## src/logic/rpi_pkg.sv

```systemverilog
// constants for the pending-interrupt flag logic of the remote terminal
// assumes one clock domain and a host that reads registers by offset
package rpi_pkg;

  // ---------------------------------------------------------------
  // register map
  // ---------------------------------------------------------------
  localparam logic [15:0] PENDING_OFFSET = 16'h0006;
  localparam logic [15:0] PENDING_RESET  = 16'h0000;

  // ---------------------------------------------------------------
  // flag bit positions
  // ---------------------------------------------------------------
  localparam int BIT_INDEX_ZERO    = 15;
  localparam int BIT_SUBADDR_ACC   = 14;
  localparam int BIT_BROADCAST_RX  = 13;
  localparam int BIT_MESSAGE_ERROR = 10;
  localparam int BIT_ILLEGAL_CMD   = 8;
  localparam int BIT_SERIAL_FRAME  = 7;
  localparam int BIT_LOOPBACK_A    = 6;
  localparam int BIT_LOOPBACK_B    = 5;
  localparam int BIT_TIMETAG_MATCH = 4;
  localparam int BIT_TIMETAG_WRAP  = 3;
  localparam int BIT_ADDR_PARITY   = 2;
  localparam int BIT_ROM_CHECKSUM  = 1;
  localparam int BIT_RAM_VERIFY    = 0;

  // ---------------------------------------------------------------
  // category masks
  // ---------------------------------------------------------------
  localparam logic [15:0] FLAG_IMPL_MASK  = 16'hE5FF; // bits 12,11,9 unused
  localparam logic [15:0] MESSAGE_MASK    = 16'hE560;
  localparam logic [15:0] HARDWARE_MASK   = 16'h009F;
  localparam logic [15:0] ALWAYS_EN_MASK  = 16'h0007;

  // ---------------------------------------------------------------
  // time tag and log
  // ---------------------------------------------------------------
  localparam logic [15:0] TIMETAG_MAX = 16'hFFFF;
  localparam logic [15:0] TIMETAG_MIN = 16'h0000;
  localparam int          LOG_DEPTH   = 16;
  localparam int          LOG_AW      = 4;
  localparam logic [3:0]  LOG_PTR_RESET = 4'h0;

endpackage

```

## src/logic/rpi_log.sv

```systemverilog
// interrupt log: keeps the last sixteen sets of newly raised flags
// assumes entry_stb is a one-cycle pulse from the flag logic
`timescale 1ns/1ns
`default_nettype none
module rpi_log (
  input  wire logic                           clk_sys,
  input  wire logic                           resetn,
  input  wire logic                           entry_stb,
  input  wire logic [15:0]                    entry_data,
  input  wire logic [rpi_pkg::LOG_AW-1:0]     rd_idx,
  output logic      [15:0]                    rd_data,
  output logic      [rpi_pkg::LOG_AW-1:0]     wr_ptr
);

  // ---------------------------------------------------------------
  // storage
  // ---------------------------------------------------------------
  logic [15:0]                mem_q [rpi_pkg::LOG_DEPTH];
  logic [rpi_pkg::LOG_AW-1:0] ptr_q;

  // write pointer wraps, so the oldest entry is overwritten first
  always_ff @(posedge clk_sys or negedge resetn) begin
    if (!resetn) begin
      ptr_q <= rpi_pkg::LOG_PTR_RESET;
    end else if (entry_stb) begin
      ptr_q <= ptr_q + 1'b1;
    end
  end

  // memory has no reset: contents are only meaningful once written
  always_ff @(posedge clk_sys) begin
    if (entry_stb) begin
      mem_q[ptr_q] <= entry_data;
    end
  end

  // registered read port, one cycle of latency
  always_ff @(posedge clk_sys or negedge resetn) begin
    if (!resetn) begin
      rd_data <= 16'h0000;
    end else begin
      rd_data <= mem_q[rd_idx];
    end
  end

  assign wr_ptr = ptr_q;

endmodule
`default_nettype wire

```

## src/logic/rpi_flags.sv

```systemverilog
// pending-interrupt flag register, interrupt outputs and log feed
// assumes event inputs are one-cycle pulses synchronous to clk_sys;
// resetn is the master reset, soft_reset never touches the flags
//
// How it works
// enabled event sets flag and logs entry
// flag category picks message or hardware output
// disabled event: no flag, output, log
// host read returns contents, then clears all
// master reset clears; software reset ignored
// index zero or circular count sets bit15
// subaddress access sets bit14
// broadcast message received sets bit13
// message error sets bit10
// illegal command sets bit8
// serial host framing fault sets bit7
// loopback mismatch sets bit6 or bit5
// time-tag match sets bit4
// time-tag wrap sets bit3
// bad address parity sets bit2, always
// parity fault blocks terminal start
// checksum fault sets bit1, always
// ram verify fault sets bit0, always
// init faults set test word bit1
// unused bits zero; set beats clear
`timescale 1ns/1ns
`default_nettype none
module rpi_flags (
  input  wire logic        clk_sys,
  input  wire logic        resetn,
  input  wire logic        soft_reset,
  input  wire logic        host_rd_stb,
  input  wire logic [15:0] host_addr,
  output logic      [15:0] host_rd_data,
  output logic             host_rd_valid,
  input  wire logic [15:0] irq_enable,
  input  wire logic        index_step_zero_evt,
  input  wire logic        circular_done_evt,
  input  wire logic        cw_allow_index_zero,
  input  wire logic        subaddr_access_evt,
  input  wire logic        cw_allow_subaddr,
  input  wire logic        broadcast_rx_evt,
  input  wire logic        cw_allow_broadcast,
  input  wire logic        message_error_evt,
  input  wire logic        illegal_command_evt,
  input  wire logic        serial_host_variant,
  input  wire logic        host_serial_frame_fault,
  input  wire logic        loopback_a_stb,
  input  wire logic [15:0] loopback_a_sent,
  input  wire logic [15:0] loopback_a_echo,
  input  wire logic        loopback_b_stb,
  input  wire logic [15:0] loopback_b_sent,
  input  wire logic [15:0] loopback_b_echo,
  input  wire logic [15:0] timetag_count,
  input  wire logic [15:0] timetag_utility,
  input  wire logic [5:0]  term_addr_bits,
  input  wire logic        start_execution_bit,
  input  wire logic        rom_checksum_fault,
  input  wire logic        ram_verify_fault,
  output logic             message_irq_out,
  output logic             hardware_irq_out,
  output logic             terminal_run,
  output logic             bit_word_init_fail,
  input  wire logic [3:0]  log_rd_idx,
  output logic      [15:0] log_rd_data,
  output logic      [3:0]  log_wr_ptr
);

  // ---------------------------------------------------------------
  // event detection
  // ---------------------------------------------------------------
  logic [15:0] raw_evt;
  logic [15:0] eff_en;
  logic [15:0] set_vec;
  logic [15:0] flags_q;
  logic [15:0] flags_d;
  logic [15:0] timetag_prev_q;
  logic        parity_bad;
  logic        parity_bad_q;
  logic        rd_hit;
  logic        log_stb_q;
  logic [15:0] log_data_q;
  logic        init_fail_q;

  // odd count of ones over address and parity is the healthy case
  assign parity_bad = ~(^term_addr_bits);

  // host read decode
  assign rd_hit = host_rd_stb && (host_addr == rpi_pkg::PENDING_OFFSET);

  // raw event vector, one bit per flag position
  always_comb begin
    raw_evt = 16'h0000;
    raw_evt[rpi_pkg::BIT_INDEX_ZERO] = (index_step_zero_evt || circular_done_evt)
                                       && cw_allow_index_zero;
    raw_evt[rpi_pkg::BIT_SUBADDR_ACC] = subaddr_access_evt && cw_allow_subaddr;
    raw_evt[rpi_pkg::BIT_BROADCAST_RX] = broadcast_rx_evt && cw_allow_broadcast;
    raw_evt[rpi_pkg::BIT_MESSAGE_ERROR] = message_error_evt;
    raw_evt[rpi_pkg::BIT_ILLEGAL_CMD] = illegal_command_evt;
    raw_evt[rpi_pkg::BIT_SERIAL_FRAME] = serial_host_variant
                                         && host_serial_frame_fault;
    raw_evt[rpi_pkg::BIT_LOOPBACK_A] = loopback_a_stb
                                       && (loopback_a_sent != loopback_a_echo);
    raw_evt[rpi_pkg::BIT_LOOPBACK_B] = loopback_b_stb
                                       && (loopback_b_sent != loopback_b_echo);
    // count is compared on arrival only, so a stopped counter fires once
    raw_evt[rpi_pkg::BIT_TIMETAG_MATCH] = (timetag_count == timetag_utility)
                                          && (timetag_prev_q != timetag_utility);
    raw_evt[rpi_pkg::BIT_TIMETAG_WRAP] = (timetag_prev_q == rpi_pkg::TIMETAG_MAX)
                                         && (timetag_count == rpi_pkg::TIMETAG_MIN);
    raw_evt[rpi_pkg::BIT_ADDR_PARITY] = parity_bad && !parity_bad_q;
    raw_evt[rpi_pkg::BIT_ROM_CHECKSUM] = rom_checksum_fault;
    raw_evt[rpi_pkg::BIT_RAM_VERIFY] = ram_verify_fault;
  end

  // three sources are enabled whatever software writes; unused bits never set
  assign eff_en  = (irq_enable | rpi_pkg::ALWAYS_EN_MASK) & rpi_pkg::FLAG_IMPL_MASK;
  assign set_vec = raw_evt & eff_en;

  // history for edge and wrap detection
  always_ff @(posedge clk_sys or negedge resetn) begin
    if (!resetn) begin
      timetag_prev_q <= rpi_pkg::TIMETAG_MIN;
      parity_bad_q   <= 1'b0;
    end else begin
      timetag_prev_q <= timetag_count;
      parity_bad_q   <= parity_bad;
    end
  end

  // ---------------------------------------------------------------
  // flag register
  // ---------------------------------------------------------------
  // per bit: a set in the clearing cycle survives the read
  genvar gi;
  generate
    for (gi = 0; gi < 16; gi++) begin : g_flag
      assign flags_d[gi] = set_vec[gi] || (flags_q[gi] && !rd_hit);
    end
  endgenerate

  // cleared by master reset or a host read, never by soft_reset
  always_ff @(posedge clk_sys or negedge resetn) begin
    if (!resetn) begin
      flags_q <= rpi_pkg::PENDING_RESET;
    end else begin
      flags_q <= flags_d;
    end
  end

  // read data holds the contents before the clear
  always_ff @(posedge clk_sys or negedge resetn) begin
    if (!resetn) begin
      host_rd_data  <= 16'h0000;
      host_rd_valid <= 1'b0;
    end else begin
      host_rd_valid <= host_rd_stb;
      if (host_rd_stb) begin
        host_rd_data <= rd_hit ? flags_q : 16'h0000;
      end
    end
  end

  // ---------------------------------------------------------------
  // interrupt outputs
  // ---------------------------------------------------------------
  // level outputs follow pending flags, so a read drops them
  assign message_irq_out  = |(flags_q & rpi_pkg::MESSAGE_MASK);
  assign hardware_irq_out = |(flags_q & rpi_pkg::HARDWARE_MASK);

  // start refused while address parity is wrong
  assign terminal_run = start_execution_bit && !parity_bad;

  // built-in test word bit 1, sticky until master reset
  always_ff @(posedge clk_sys or negedge resetn) begin
    if (!resetn) begin
      init_fail_q <= 1'b0;
    end else if (rom_checksum_fault || ram_verify_fault) begin
      init_fail_q <= 1'b1;
    end
  end
  assign bit_word_init_fail = init_fail_q;

  // ---------------------------------------------------------------
  // log feed
  // ---------------------------------------------------------------
  // simultaneous events share one entry to keep the log in step
  always_ff @(posedge clk_sys or negedge resetn) begin
    if (!resetn) begin
      log_stb_q  <= 1'b0;
      log_data_q <= 16'h0000;
    end else begin
      log_stb_q  <= |set_vec;
      log_data_q <= set_vec;
    end
  end

  rpi_log u_log (
    .clk_sys    (clk_sys),
    .resetn     (resetn),
    .entry_stb  (log_stb_q),
    .entry_data (log_data_q),
    .rd_idx     (log_rd_idx),
    .rd_data    (log_rd_data),
    .wr_ptr     (log_wr_ptr)
  );

  // ---------------------------------------------------------------
  // checks
  // ---------------------------------------------------------------
  property p_read_clears;
    @(posedge clk_sys) disable iff (!resetn)
    (rd_hit && (set_vec == 16'h0000)) |=> (flags_q == 16'h0000);
  endproperty
  a_read_clears: assert property (p_read_clears)
    else $error("pending flags not cleared after read");

  property p_read_data;
    @(posedge clk_sys) disable iff (!resetn)
    rd_hit |=> (host_rd_valid && (host_rd_data == $past(flags_q)));
  endproperty
  a_read_data: assert property (p_read_data)
    else $error("read data is not the pre-clear contents");

  property p_set_wins;
    @(posedge clk_sys) disable iff (!resetn)
    (rd_hit && (set_vec != 16'h0000)) |=> ((flags_q & $past(set_vec)) == $past(set_vec));
  endproperty
  a_set_wins: assert property (p_set_wins)
    else $error("event lost in clearing cycle");

  property p_unused_zero;
    @(posedge clk_sys) disable iff (!resetn)
    (flags_q & ~rpi_pkg::FLAG_IMPL_MASK) == 16'h0000;
  endproperty
  a_unused_zero: assert property (p_unused_zero)
    else $error("unused flag bit set");

  property p_error_needs_enable;
    @(posedge clk_sys) disable iff (!resetn)
    $rose(flags_q[rpi_pkg::BIT_MESSAGE_ERROR])
      |-> $past(message_error_evt && irq_enable[rpi_pkg::BIT_MESSAGE_ERROR]);
  endproperty
  a_error_needs_enable: assert property (p_error_needs_enable)
    else $error("message error flag set without enabled event");

  property p_msg_output;
    @(posedge clk_sys) disable iff (!resetn)
    (message_error_evt && irq_enable[rpi_pkg::BIT_MESSAGE_ERROR])
      |=> message_irq_out;
  endproperty
  a_msg_output: assert property (p_msg_output)
    else $error("message output not raised");

  property p_wrap;
    @(posedge clk_sys) disable iff (!resetn)
    ((timetag_prev_q == rpi_pkg::TIMETAG_MAX) && (timetag_count == rpi_pkg::TIMETAG_MIN)
      && irq_enable[rpi_pkg::BIT_TIMETAG_WRAP])
      |=> (flags_q[rpi_pkg::BIT_TIMETAG_WRAP] && hardware_irq_out);
  endproperty
  a_wrap: assert property (p_wrap)
    else $error("counter wrap not flagged");

  property p_parity_flag;
    @(posedge clk_sys) disable iff (!resetn)
    (parity_bad && !parity_bad_q) |=> (flags_q[rpi_pkg::BIT_ADDR_PARITY] && log_stb_q);
  endproperty
  a_parity_flag: assert property (p_parity_flag)
    else $error("parity fault not flagged");

  property p_no_run;
    @(posedge clk_sys) disable iff (!resetn)
    parity_bad |-> !terminal_run;
  endproperty
  a_no_run: assert property (p_no_run)
    else $error("terminal started with parity fault");

  property p_test_word;
    @(posedge clk_sys) disable iff (!resetn)
    (rom_checksum_fault || ram_verify_fault)
      |=> (bit_word_init_fail && hardware_irq_out) ##1 bit_word_init_fail;
  endproperty
  a_test_word: assert property (p_test_word)
    else $error("init fault not reflected in test word");

  property p_log_entry;
    @(posedge clk_sys) disable iff (!resetn)
    (set_vec != 16'h0000) |=> (log_stb_q && (log_data_q == $past(set_vec)))
      ##1 (log_wr_ptr == $past(log_wr_ptr) + 4'h1);
  endproperty
  a_log_entry: assert property (p_log_entry)
    else $error("log entry missing for raised flag");

  property p_index_zero;
    @(posedge clk_sys) disable iff (!resetn)
    ((index_step_zero_evt || circular_done_evt) && cw_allow_index_zero
      && irq_enable[rpi_pkg::BIT_INDEX_ZERO])
      |=> (flags_q[rpi_pkg::BIT_INDEX_ZERO] && message_irq_out);
  endproperty
  a_index_zero: assert property (p_index_zero)
    else $error("index zero event not flagged");

  property p_subaddr;
    @(posedge clk_sys) disable iff (!resetn)
    (subaddr_access_evt && cw_allow_subaddr && irq_enable[rpi_pkg::BIT_SUBADDR_ACC])
      |=> (flags_q[rpi_pkg::BIT_SUBADDR_ACC] && message_irq_out);
  endproperty
  a_subaddr: assert property (p_subaddr)
    else $error("subaddress access not flagged");

  property p_broadcast;
    @(posedge clk_sys) disable iff (!resetn)
    (broadcast_rx_evt && cw_allow_broadcast && irq_enable[rpi_pkg::BIT_BROADCAST_RX])
      |=> (flags_q[rpi_pkg::BIT_BROADCAST_RX] && message_irq_out);
  endproperty
  a_broadcast: assert property (p_broadcast)
    else $error("broadcast message not flagged");

  property p_illegal;
    @(posedge clk_sys) disable iff (!resetn)
    (illegal_command_evt && irq_enable[rpi_pkg::BIT_ILLEGAL_CMD])
      |=> (flags_q[rpi_pkg::BIT_ILLEGAL_CMD] && message_irq_out);
  endproperty
  a_illegal: assert property (p_illegal)
    else $error("illegal command not flagged");

  property p_serial;
    @(posedge clk_sys) disable iff (!resetn)
    (serial_host_variant && host_serial_frame_fault && irq_enable[rpi_pkg::BIT_SERIAL_FRAME])
      |=> (flags_q[rpi_pkg::BIT_SERIAL_FRAME] && hardware_irq_out);
  endproperty
  a_serial: assert property (p_serial)
    else $error("serial framing fault not flagged");

  property p_loopback;
    @(posedge clk_sys) disable iff (!resetn)
    (loopback_a_stb && (loopback_a_sent != loopback_a_echo)
      && irq_enable[rpi_pkg::BIT_LOOPBACK_A])
      |=> (flags_q[rpi_pkg::BIT_LOOPBACK_A] && message_irq_out);
  endproperty
  a_loopback: assert property (p_loopback)
    else $error("loopback mismatch not flagged");

  property p_match;
    @(posedge clk_sys) disable iff (!resetn)
    ((timetag_count == timetag_utility) && (timetag_prev_q != timetag_utility)
      && irq_enable[rpi_pkg::BIT_TIMETAG_MATCH])
      |=> (flags_q[rpi_pkg::BIT_TIMETAG_MATCH] && hardware_irq_out);
  endproperty
  a_match: assert property (p_match)
    else $error("time tag match not flagged");

  property p_soft_reset;
    @(posedge clk_sys) disable iff (!resetn)
    (soft_reset && !rd_hit && (set_vec == 16'h0000)) |=> (flags_q == $past(flags_q));
  endproperty
  a_soft_reset: assert property (p_soft_reset)
    else $error("software reset disturbed pending flags");

endmodule
`default_nettype wire

```

## config.mk

```make
export PLATFORM = sky130hd
export DESIGN_NAME = rpi_flags
export DESIGN_NICKNAME = d
export VERILOG_FILES = /design/src/logic/rpi_pkg.sv /design/src/logic/rpi_log.sv /design/src/logic/rpi_flags.sv
export SDC_FILE = /design/constraint.sdc
export NUM_CORES = 1
export LEC_CHECK = 0
export ABC_AREA = 1
export BUFFER_PORTS_ARGS = -buffer_cell sky130_fd_sc_hd__clkbuf_2
export CORE_MARGIN = 1
export CORE_UTILIZATION = 45
export CTS_BUF_LIST = sky130_fd_sc_hd__clkbuf_4
export CTS_CLUSTER_SIZE = 20
export DETAILED_ROUTE_END_ITERATION = 10
export PLACE_DENSITY = 0.63
export SLEW_MARGIN = 20
export SYNTH_ARGS = -nofsm -noshare
export SYNTH_HDL_FRONTEND = slang
export SYNTH_SLANG_ARGS = --single-unit
```

## constraint.sdc

```tcl
create_clock -name clk_sys -period 5.2 [get_ports clk_sys]
set_input_delay 0.26 -clock clk_sys [delete_from_list [all_inputs] [get_ports clk_sys]]
set_output_delay 0.26 -clock clk_sys [all_outputs]
set_load 0.05 [all_outputs]
```

# Word-level counts from Yosys, hierarchy flattened
# Memories as Yosys holds them, arrays and structs flattened. A register that Yosys moved wholly into a read port is not among the register bits.
# Index checks and enable logic that the tools add are counted.
[totals]
ff_bits = 72
latch_bits = 0
ram_bits = 256
romBits = 0
inputBits = 158
output_inout_bits = 41
word_cells = 75
n_memories = 1
[mem_list]
columns = ["memory", "depth", "width", "rd", "rd_ports_with_merged_regs", "wr", "line", "rtl"]
rows = [
  ["u_log.mem_q", 16, 16, 1, 1, 1, "rpi_log.sv:18", "logic [15:0] mem_q [rpi_pkg::LOG_DEPTH];"],
]
[classes]
add_sub_neg = 1
multipliers = 0
n_div = 0
n_lt_le_gt_ge = 0
n_eq_ne = 6
shift = 0
mux = 3
bitwise_logic = 2
n_reduce_logical = 53
[ops]
columns = ["cell", "n"]
rows = [
  ["$ne A16 B16 Y1", 3],
  ["$logic_and A1 B1 Y1", 27],
  ["$logic_or A1 B1 Y1", 18],
  ["$and A16 B16 Y16", 1],
  ["$eq A16 B16 Y1", 1],
  ["$eq A16 B16 Y1 const B", 1],
  ["$eq A16 B3 Y1 const B", 1],
  ["$logic_not A16 Y1", 1],
  ["$mux W16", 1],
  ["$reduce_or A16 Y1", 1],
  ["$reduce_or A7 Y1", 1],
  ["$reduce_or A6 Y1", 1],
  ["$reduce_xor A6 Y1", 1],
  ["$add A4 B1 Y4 const B", 1],
  ["$logic_not A1 Y1", 3],
  ["$mux W1", 2],
  ["$not A1 Y1", 1],
]

# Longest topological paths before layout
# Gate-level depths: netlist of run 1.
[depth]
depth_word = 5
ltp_mapped = 10
ltp_nobuf = 10

# Cells and area by module
# A second synthesis of run 1 with hierarchy kept.
[hier_totals]
cells_unflattened = 1582
area_unflattened_um2 = 15318.4
[by_module_without_submodules]
columns = ["mod", "instances", "cells_each", "area_per_inst_um2", "seq_area_each_um2"]
rows = [
  ["rpi_log", 1, 1090, 11656.2, 8187.9],
  ["rpi_flags", 1, 492, 3662.3, 1626.6],
]

# Worst setup path before layout of run 1
# No wires, ideal clock.
[synth_path]
path_kind = "reg2reg"
startpoint = "reg u_log.ptr_q, in the netlist u_log.wr_ptr[0]"
endpoint = "mem u_log.mem_q[11][0], enable pin"
setup_time_ns = 0.382
arrival_time_ns = 1.642
required_ns = 4.818
slack_ns = 3.176
stages_incl_launch_ff = 4
n_path_buf = 0
synth_period_minus_slack_ns = 2.024
path_cell_list = "dfrtp_1 > ha_1 > nand2_1 > nor2_1"
[synth_lines]
columns = ["element", "line", "rtl"]
rows = [
  ["from (decl)", "rpi_log.sv:19", "logic [rpi_pkg::LOG_AW-1:0] ptr_q;"],
  ["from (signal assigned)", "rpi_log.sv:24", "ptr_q <= rpi_pkg::LOG_PTR_RESET;"],
  ["from (signal assigned)", "rpi_log.sv:26", "ptr_q <= ptr_q + 1'b1;"],
  ["to (decl)", "rpi_log.sv:18", ""],
]
# Straight into the memory's write port.

# Final worst setup path of run 1
[layout_path]
startpoint = "in term_addr_bits[4]"
endpoint = "out terminal_run"
[layout_via]
elab_chain_len = 2
[layout_rtl]
columns = ["element", "line", "rtl"]
rows = [
  ["from (decl)", "rpi_flags.sv:56", "input wire logic [5:0] term_addr_bits,"],
  ["$reduce_xor A6 Y1", "rpi_flags.sv:86", "assign parity_bad = ~(^term_addr_bits);"],
  ["$logic_and A1 B1 Y1", "rpi_flags.sv:172", "assign terminal_run = start_execution_bit && !parity_bad;"],
  ["to (decl)", "rpi_flags.sv:62", "output logic terminal_run,"],
]
# No other way between the ends.

==> summary.md, run 1 <==
The endpoint required time on the critical path came out at 4940 ps. For the first-pass iteration count of the detailed router, the log shows 5. The number of max-slew violations in the final report is 0. The routed design has 30480 um of wire. Worst setup path startpoint: term_addr_bits[4]. The number of antenna violations at the first check in global routing was 1.

For the final routed database, the setup TNS stands at 0 ps. Setup repair after global routing left no endpoint under its margin. The library cells used most frequently in the layout, excluding fill and tap cells, are edfxtp_1, nor2_1, clkbuf_2.

The number of global-route vias before repair was 8990; the length in cells of the worst reg-to-reg path was 4. The number of cell rows was 60; the clock period minus final worst setup slack was 2533 ps. The final critical path takes up 48.71% of the cycle.

The logs give 6.466 nW for the leakage power and 9150 for the number of vias after detailed routing. The startpoint identified for the worst register-to-register timing path is u_log.wr_ptr[0]. TritonCTS built the clock tree.

Max-cap violations in this run came to 0. The Yosys step of the flow raised 0 warnings. Across the routed clock network, the largest skew measured is 27.72 ps. The die is 167.0 um tall. The tools report the relative contribution of sequential cells to total power as 50.0%. The tools report the number of buffers between clock root and the deepest sink as 3. Traced cell by cell, the critical path runs through dlygate4sd3_1 > clkbuf_2 > xnor2_1 > dlygate4sd3_1 > nand3_1 > nand2_1 > inv_1 > nor2_1 > clkbuf_2. At the pin with the least slew margin, the transition time is 1122 ps. The die is 167.0 um wide.

In this run the worst setup path terminates at terminal_run. The pin count of the biggest net entering global routing is 95, and the power dissipated by switching net loads is 1.692 mW. The type of the worst setup path is input port to output port. The total area inside the core boundary comes to 0.02680 mm^2. In the final layout, the share of cells above drive strength 1 is 24.26%.

The number of clock buffers added by TritonCTS is 75. Startpoint kind of the worst setup timing path: an input port. Measured on the finished design, the core utilization comes to 55.57%. In this run, the combinational gates consume 15.3% of the power. The worst pin sits at a relative slew slack of 25.15%. The average cell area after synthesis is 10.96 um^2.

The clock tree synthesis step divided the H-tree into 3 levels. After clock tree synthesis, the clock-pin slew on the worst setup and hold paths is 60 ps. The die outline area is 0.02789 mm^2, and the area growth from synthesis to layout is 21.57%.

Pin placement for this block handled 199 I/O pins. The master of the slowest instance on the critical path is dlygate4sd3_1. The finished cells cover 0.01489 mm^2. The overall routing resource usage was 22.32%; the detailed router's first-iteration violation count was 635. In the final design database the tool counted 1549 nets.

The tools report the standard cell area after detailed placement as 0.01345 mm^2. Net switching is 28.65% of the power. The flow ran to the end, and the final reports show no timing, DRC or antenna violations. For this run, design rule violations remaining after detail routing come to 0.

In this run the tool buffered the top-level ports with 188 buffer cells. Path category of the worst min-delay check: input port to register. For the smallest hold slack, the log shows 95.26 ps. The peak supply drop was 147.6 uV; the vias per cell was 5.115. The capture instance of the worst register-to-register path is u_log.mem_q[4][5].

The most common library cell in the layout ignoring fill and taps was edfxtp_1. After synthesis the netlist holds a flip-flop and latch count of 290. The stage delay of the slowest cell on the critical path was 600 ps; the number of resized instances in the post-cts repair step was 0. The number of stages on the worst hold path was 5. The worst slack at placement was 2691 ps; the starting utilization of the core area was 45.71%. The run gives 4.213 mW as the design internal power.

Top achievable clock speed: 394.8 MHz. At the worst endpoint, the arrival time is 2270 ps. Buffer cell driving the clock tree root: clkbuf_4.

The final antenna-violating net count is 0. Dividing total power by cell area gives a power density of 396.4 mW/mm^2. In the final routed layout, each cell accounts on average for 17.04 um. The post-synth design cell area came out at 0.01225 mm^2. Number of failing setup endpoints in the final timing report: 0.

The worst setup path is captured at an output port. Post-synthesis instance total: 1118. The total clock sinks came out at 290. The wire-length estimate of the detail-placed layout is 17780 um. The first global-routing pass estimated 47130 um of wire.

Sequential elements use 67.73% of the synthesized area. The number of failing hold endpoints at the final stage came out at 0. Along the worst path, the maximum fanout reaches 3. At the end of routability-driven placement, the weighted congestion stood at 0.8046. The worst path meets setup with 2667 ps of slack.

For flop-to-flop paths, the worst setup slack is 3080 ps. Summed over all layers, the global routing overflow is 0. In this run, the clock network consumes 34.8% of the power.

The number of unique standard cell types used by synthesis is 31, and the clock network latency to the later pin of the worst-skew pair is 670 ps.
-- synth_stat cells, drive strengths merged --
| cell | n | share of area, % |
|---|---|---|
| nand3 | 29 | 1.2 |
| a22o | 3 | 0.21 |
| clkinv | 3 | 0.092 |
| buf | 21 | 1.4 |
| ha | 4 | 0.41 |
| o221ai | 40 | 2.9 |
| clkbuf | 25 | 0.77 |
| nor2 | 208 | 6.4 |
| nand2 | 174 | 5.3 |
| o22ai | 15 | 0.77 |
| nand4 | 8 | 0.41 |
| nor3 | 5 | 0.25 |
| xnor2 | 5 | 0.36 |
| o211ai | 12 | 0.74 |
| nand3b | 2 | 0.12 |
| dfrtp | 82 | 17 |
| a21oi | 2 | 0.082 |
| o21ai | 134 | 5.7 |
| xor2 | 20 | 1.4 |
| conb | 1 | 0.031 |
| and3 | 1 | 0.051 |
| nor4 | 4 | 0.20 |
| inv | 110 | 3.4 |
| edfxtp | 208 | 51 |
| o21bai | 2 | 0.12 |
-- worst min path at each step --
stage                     slack [ps]          from            endpoint
final                            100  host_addr[0]         flags_q[13]
after global placement           200        resetn         flags_q[12]
after global routing              70  host_addr[0]          flags_q[6]
after CTS                         60  host_addr[0]          flags_q[2]
after floorplan                  -40        resetn  bit_word_init_fail
after detailed placement         200        resetn         flags_q[12]
-- routing by layer --
layer	vias to the layer above	track usage, %	part of all wire, %
li1	4419	-	-
met1	4338	28.35	43
met2	344	37.37	49
met3	49	4.396	6.5
met4	0	9.380	2.4
met5	-	0	0
-- area by class of cell --
cell class / instances / area [um^2]
clock inverter: 18 / 133.9
sequential: 290 / 8298
antenna: 1 / 2.502
clock buffer: 119 / 893.4
multi-input combinational: 671 / 3314
fill: 2327 / 11910
inverter: 113 / 424.2
tap: 341 / 426.7
timing repair buffer: 236 / 1401
-- state kept, by name (all words and copies together) (netlist names) --
| register | flops |
|---|---|
| u_log.mem_q | 208 |
| host_rd_data | 16 |
| log_data_q | 13 |
| u_log.wr_ptr | 4 |
| log_stb_q | 1 |
| flags_q | 16 |
| u_log.rd_data | 13 |
| bit_word_init_fail | 1 |
| parity_bad_q | 1 |
| timetag_prev_q | 16 |
| host_rd_valid | 1 |
-- worst max-delay path, delay by kind of cell --
kind	cells	cell delay (ps)
XOR/XNOR	1	130
buffers and inverters	5	1590
AND/OR/NAND/NOR	3	290
-- per-stage QoR --
| step | power (mW) | cells |
|---|---|---|
| 5_1_grt | 6.188 | 1789 |
| 6_report | 5.905 | 1789 |
| 2_1_floorplan | 3.488 | 1120 |
| 3_3_place_gp | 3.860 | 1610 |
| 3_5_place_dp | 3.886 | 1610 |
| 4_1_cts | 5.965 | 1788 |
-- power groups by stage --
stage               combinational (mW)  clock (mW)  sequential, mW
floorplan                        0.414           0            3.07
global placement                 0.869           0            2.99
detailed placement               0.887           0            3.00
CTS                              0.914        2.10            2.95
global route                     0.985        2.23            2.98
finish                           0.901        2.05            2.95
-- kinds of logic (layout without fill, tap and decap cells) --
kind of cell | count (synthesis) | count (layout) | share of synthesized area (%)
AND/OR/NAND/NOR | 431 | 431 | 13.92
flip-flops | 290 | 290 | 67.73
AO/OA/AOI/OAI | 208 | 208 | 10.47
buffers and inverters | 159 | 486 | 5.658
XOR/XNOR | 25 | 25 | 1.787
adder cells (fa/ha/maj) | 4 | 4 | 0.4085
other | 1 | 4 | 0.03061
-- repair_timing --
action / 4_1_cts / 5_1_grt
buffers inserted: 0 / 0
endpoints found under the hold margin: 81 / 0
hold buffers: 41 / 0
Power figures use the tool's default switching activity.
==> inputs of run 2 (changes only) <==
Settings changed: PLACE_DENSITY 0.63 to 0.65.
Clock period 5.2 ns to 2.07 ns, I/O delays scaled along.
==> run 2 against run 1 <==
Largest cell class unchanged. Final cell count up 1.7%. Power up 150%. Combinational power rose to 2.5 times the previous value. Sequential share of layout area down 1.0 points. Wire length down 2.0%. First-iteration DRC count down 15%. Cell area up 1.9%. Utilization up 1.1 points. Sequential power rose to 2.5 times the previous value. The flow now finishes with violations (design-rule violations). Critical path depth unchanged. Flip-flop and latch count unchanged. Global-route usage down 0.17 points.
==> summary.md, run 2 (same netlist as run 1, synthesis figures left out) <==
The type of the worst setup path is input port to register (was input port to output port). The tools report the startpoint kind of the worst setup timing path as an input port (unchanged). The setup total negative slack came out at 0 ps (unchanged).

The tools report the relative contribution of combinational cells to total power as 15.5% (was 15.3%). The number of cell rows was 60 (unchanged); the routed wirelength normalized by instance count was 16.41 um (was 17.04 um). The largest delay contributor family on the critical path was buffers and inverters (unchanged).

Normalized max-slew margin: 60.80% (was 25.15%). The flip-flop count of the largest register, all copies and words added is 208 (unchanged). The run finished, with violations left. The worst path uses 92.81% of the clock period. The run gives 0 (unchanged) as the number of failing hold endpoints at the final stage. Final weighted congestion of routability-driven global placement: 0.8279 (was 0.8046). The tools report the clock group share of total power as 33.4% (was 34.8%).

The number of failing setup endpoints in the final timing report is 0 (unchanged). Post-layout net count: 1586 (was 1549). The design internal power is 10.42 mW (was 4.213 mW), and the clock network latency to the later pin of the worst-skew pair is 690 ps (was 670 ps). The run gives 510 ps (was 3080 ps) as the setup slack on the worst flop-to-flop path. The final routed wirelength across all metal layers was 29870 um (was 30480 um); the overall routing resource usage was 22.15% (was 22.32%).

Leading cell types in the layout, fill and taps excluded: nor2_1, edfxtp_1, clkbuf_2 (was edfxtp_1, nor2_1, clkbuf_2). The net switching share of the total power is 28.18% (was 28.65%). Data arrival time at the worst-slack endpoint: 2520 ps (was 2270 ps). The buffer cell driving the clock tree root was clkbuf_4 (unchanged). The smallest clock period supported by the final layout is computed as 1921 ps. TritonCTS built the clock tree. Worst-case clock skew: 34.97 ps (was 27.72 ps). The run gives 9319 (was 9150) as the number of vias after detailed routing. The final reports fail on design-rule violations. The number of max-slew violations in the final report was 0 (unchanged). The first-pass iteration count of the detailed router was 7 (was 5); the wire length of the first global-routing pass was 48240 um (was 47130 um).

The logs give 0 (unchanged) for the final antenna-violating net count and 2670 ps (was 4940 ps) for the endpoint required time on the critical path. The starting utilization of the core area was 45.71% (unchanged); the overall die width was 167.0 um (unchanged). The final standard cell area without fillers was 0.01518 mm^2 (was 0.01489 mm^2).

The logs give 0 (unchanged) for the remaining global-route overflow and 520.5 MHz for the top achievable clock speed. The run gives 0 (unchanged) as the total of max-cap violations. The number of antenna violations at the first check in global routing came out at 1 (unchanged).

The stage delay of the slowest cell on the critical path works out to 570 ps (was 600 ps). The logs give 6.634 nW (was 6.466 nW) for the leakage power and 4.090 mW (was 1.692 mW) for the power dissipated by switching net loads. The transition time at the pin with the least slew margin was 588.1 ps (was 1122 ps). The run gives 51.0% (was 50.0%) as the relative contribution of sequential cells to total power.

The proportion of layout cells with a drive suffix above 1 is 24.17% (was 24.26%). Among the stages of the critical path, the cell type that occurs most often is dlygate4sd3_1. The die outline area is 0.02789 mm^2 (unchanged), and the number of buffers added on ports is 188 (unchanged).

Total clock sinks: 290 (unchanged). Setup repair after global routing left no endpoint under its margin. The number of global-route vias before repair was 9524 (was 8990). The standard cell area after detailed placement was 0.01366 mm^2 (was 0.01345 mm^2); the vias per cell was 5.120 (was 5.115).

The path category of the worst min-delay check was input port to register (unchanged). The detailed-placement wirelength estimate is 18990 um (was 17780 um), and the peak supply drop is 406.7 uV (was 147.6 uV). The power per cell area works out to 956.2 mW/mm^2 (was 396.4 mW/mm^2). The run gives 0.02680 mm^2 (unchanged) as the core footprint. The register with the highest flop count was u_log.mem_q (unchanged). The run gives 3 (unchanged) as the H-tree depth. The tools report the number of I/O pins as 199 (unchanged). The floorplan die height is 167.0 um (unchanged), and the post-route DRC violation count is 1 (was 0). The area growth from synthesis to layout works out to 23.88% (was 21.57%). The number of buffers between clock root and the deepest sink is 3 (unchanged), and the total buffers and inverters traversed by the critical path is 5 (unchanged). The run gives 539 (was 635) as the detailed router's first-iteration violation count.

The master of the slowest instance on the critical path was dlygate4sd3_1 (unchanged). The number of buffers inserted to repair setup after CTS is 0 (unchanged). The TritonCTS buffer count came out at 74 (was 75).

Top fanout value on the critical path: 16 (was 3). CP Cell Sequence: dlygate4sd3_1 > clkbuf_2 > nor2_1 > nand4_1 > dlygate4sd3_1 > nor3_2 > dlygate4sd3_1 > buf_6 > a22o_1 (was dlygate4sd3_1 > clkbuf_2 > xnor2_1 > dlygate4sd3_1 > nand3_1 > nand2_1 > inv_1 > nor2_1 > clkbuf_2). Endpoint kind of the worst setup timing path: a register (was an output port). Clock input transition at the sequential cells of the worst setup and hold paths: 60 ps (about the same). The pin count of the biggest net entering global routing is 105 (was 95).
## run 2: cell count changes in the layout (fill, tap and decap cells not counted), sizes merged
cell	delta
clkbuf	-6
dlygate4sd3	+14
buf	+24
clkinv	-2
diode	+1
bufinv	-1
inv	+2
clkinvlp	-1
## run 2: repair_timing
item / CTS / global route
hold endpoints to repair: 156 / 0
hold buffers: 57 / 0
setup endpoints to repair: 0 / 18
gates resized for setup: 0 / 3
## run 2: power groups by stage
stage	Combinational [mW]	Sequential (mW)	Clock [mW]
after CTS	2.28	7.41	4.96
after global placement	2.13	7.51	0
after floorplan	1.04	7.72	0
after detailed placement	2.19	7.53	0
after global routing	2.48	7.48	5.26
final	2.26	7.41	4.85
## run 2: worst min-delay path: stages
cell	delay [ps]
clkbuf_2	120
xnor2_1	80
o21ai_0	70
nor2_1	60
nand3_1	150
inv_1	60
## run 2: through the flow
step | hold slack (ps) | worst slack [ps] | cells | power (mW) | utilization, %
after global placement | 131.9 | 570.1 | 1634 | 9.644 | 50.95
after CTS | 7.524 | 81.52 | 1820 | 14.66 | 56.63
after detailed placement | 140.4 | 506.0 | 1634 | 9.725 | 50.95
after floorplan | -192.1 | 45.56 | 1120 | 8.763 | -
after global routing | 60.56 | 40.73 | 1820 | 15.22 | 56.63
final | 29.57 | 148.8 | 1820 | 14.51 | 56.63
## run 2: final cells by class
type | count | area [um^2]
Timing Repair Buffer | 274 | 1807
Multi-Input combinational cell | 671 | 3274
Sequential cell | 290 | 8298
Fill cell | 2308 | 11620
Clock buffer | 113 | 848.3
Inverter | 113 | 424.2
Clock inverter | 16 | 93.84
Antenna cell | 2 | 5.005
Tap cell | 341 | 426.7
## run 2: path summary, 6_finish.rpt
| kind | startpoint | endpoint | cells past startpoint |
|---|---|---|---|
| setup / recovery | host_addr[6] | host_rd_data[11] | 9 |
| hold / removal | timetag_utility[8] | log_data_q[4] | 6 |
| setup reg to reg | u_log.wr_ptr[0] | u_log.mem_q[12][1] | 5 |
| hold reg to reg | parity_bad_q | log_data_q[2] | 1 |
| max in group asynchronous | resetn | timetag_prev_q[8] | 4 |
| min in group asynchronous | resetn | u_log.rd_data[6] | 4 |
## run 2: per-layer routing
layer / global-route usage, % / wire length, um / vias up
li1: - / - / 4495
met1: 27.89 / 12600 / 4429
met2: 37.77 / 14900 / 347
met3: 4.301 / 1824 / 48
met4: 8.535 / 550 / 0
met5: 0 / 0 / -
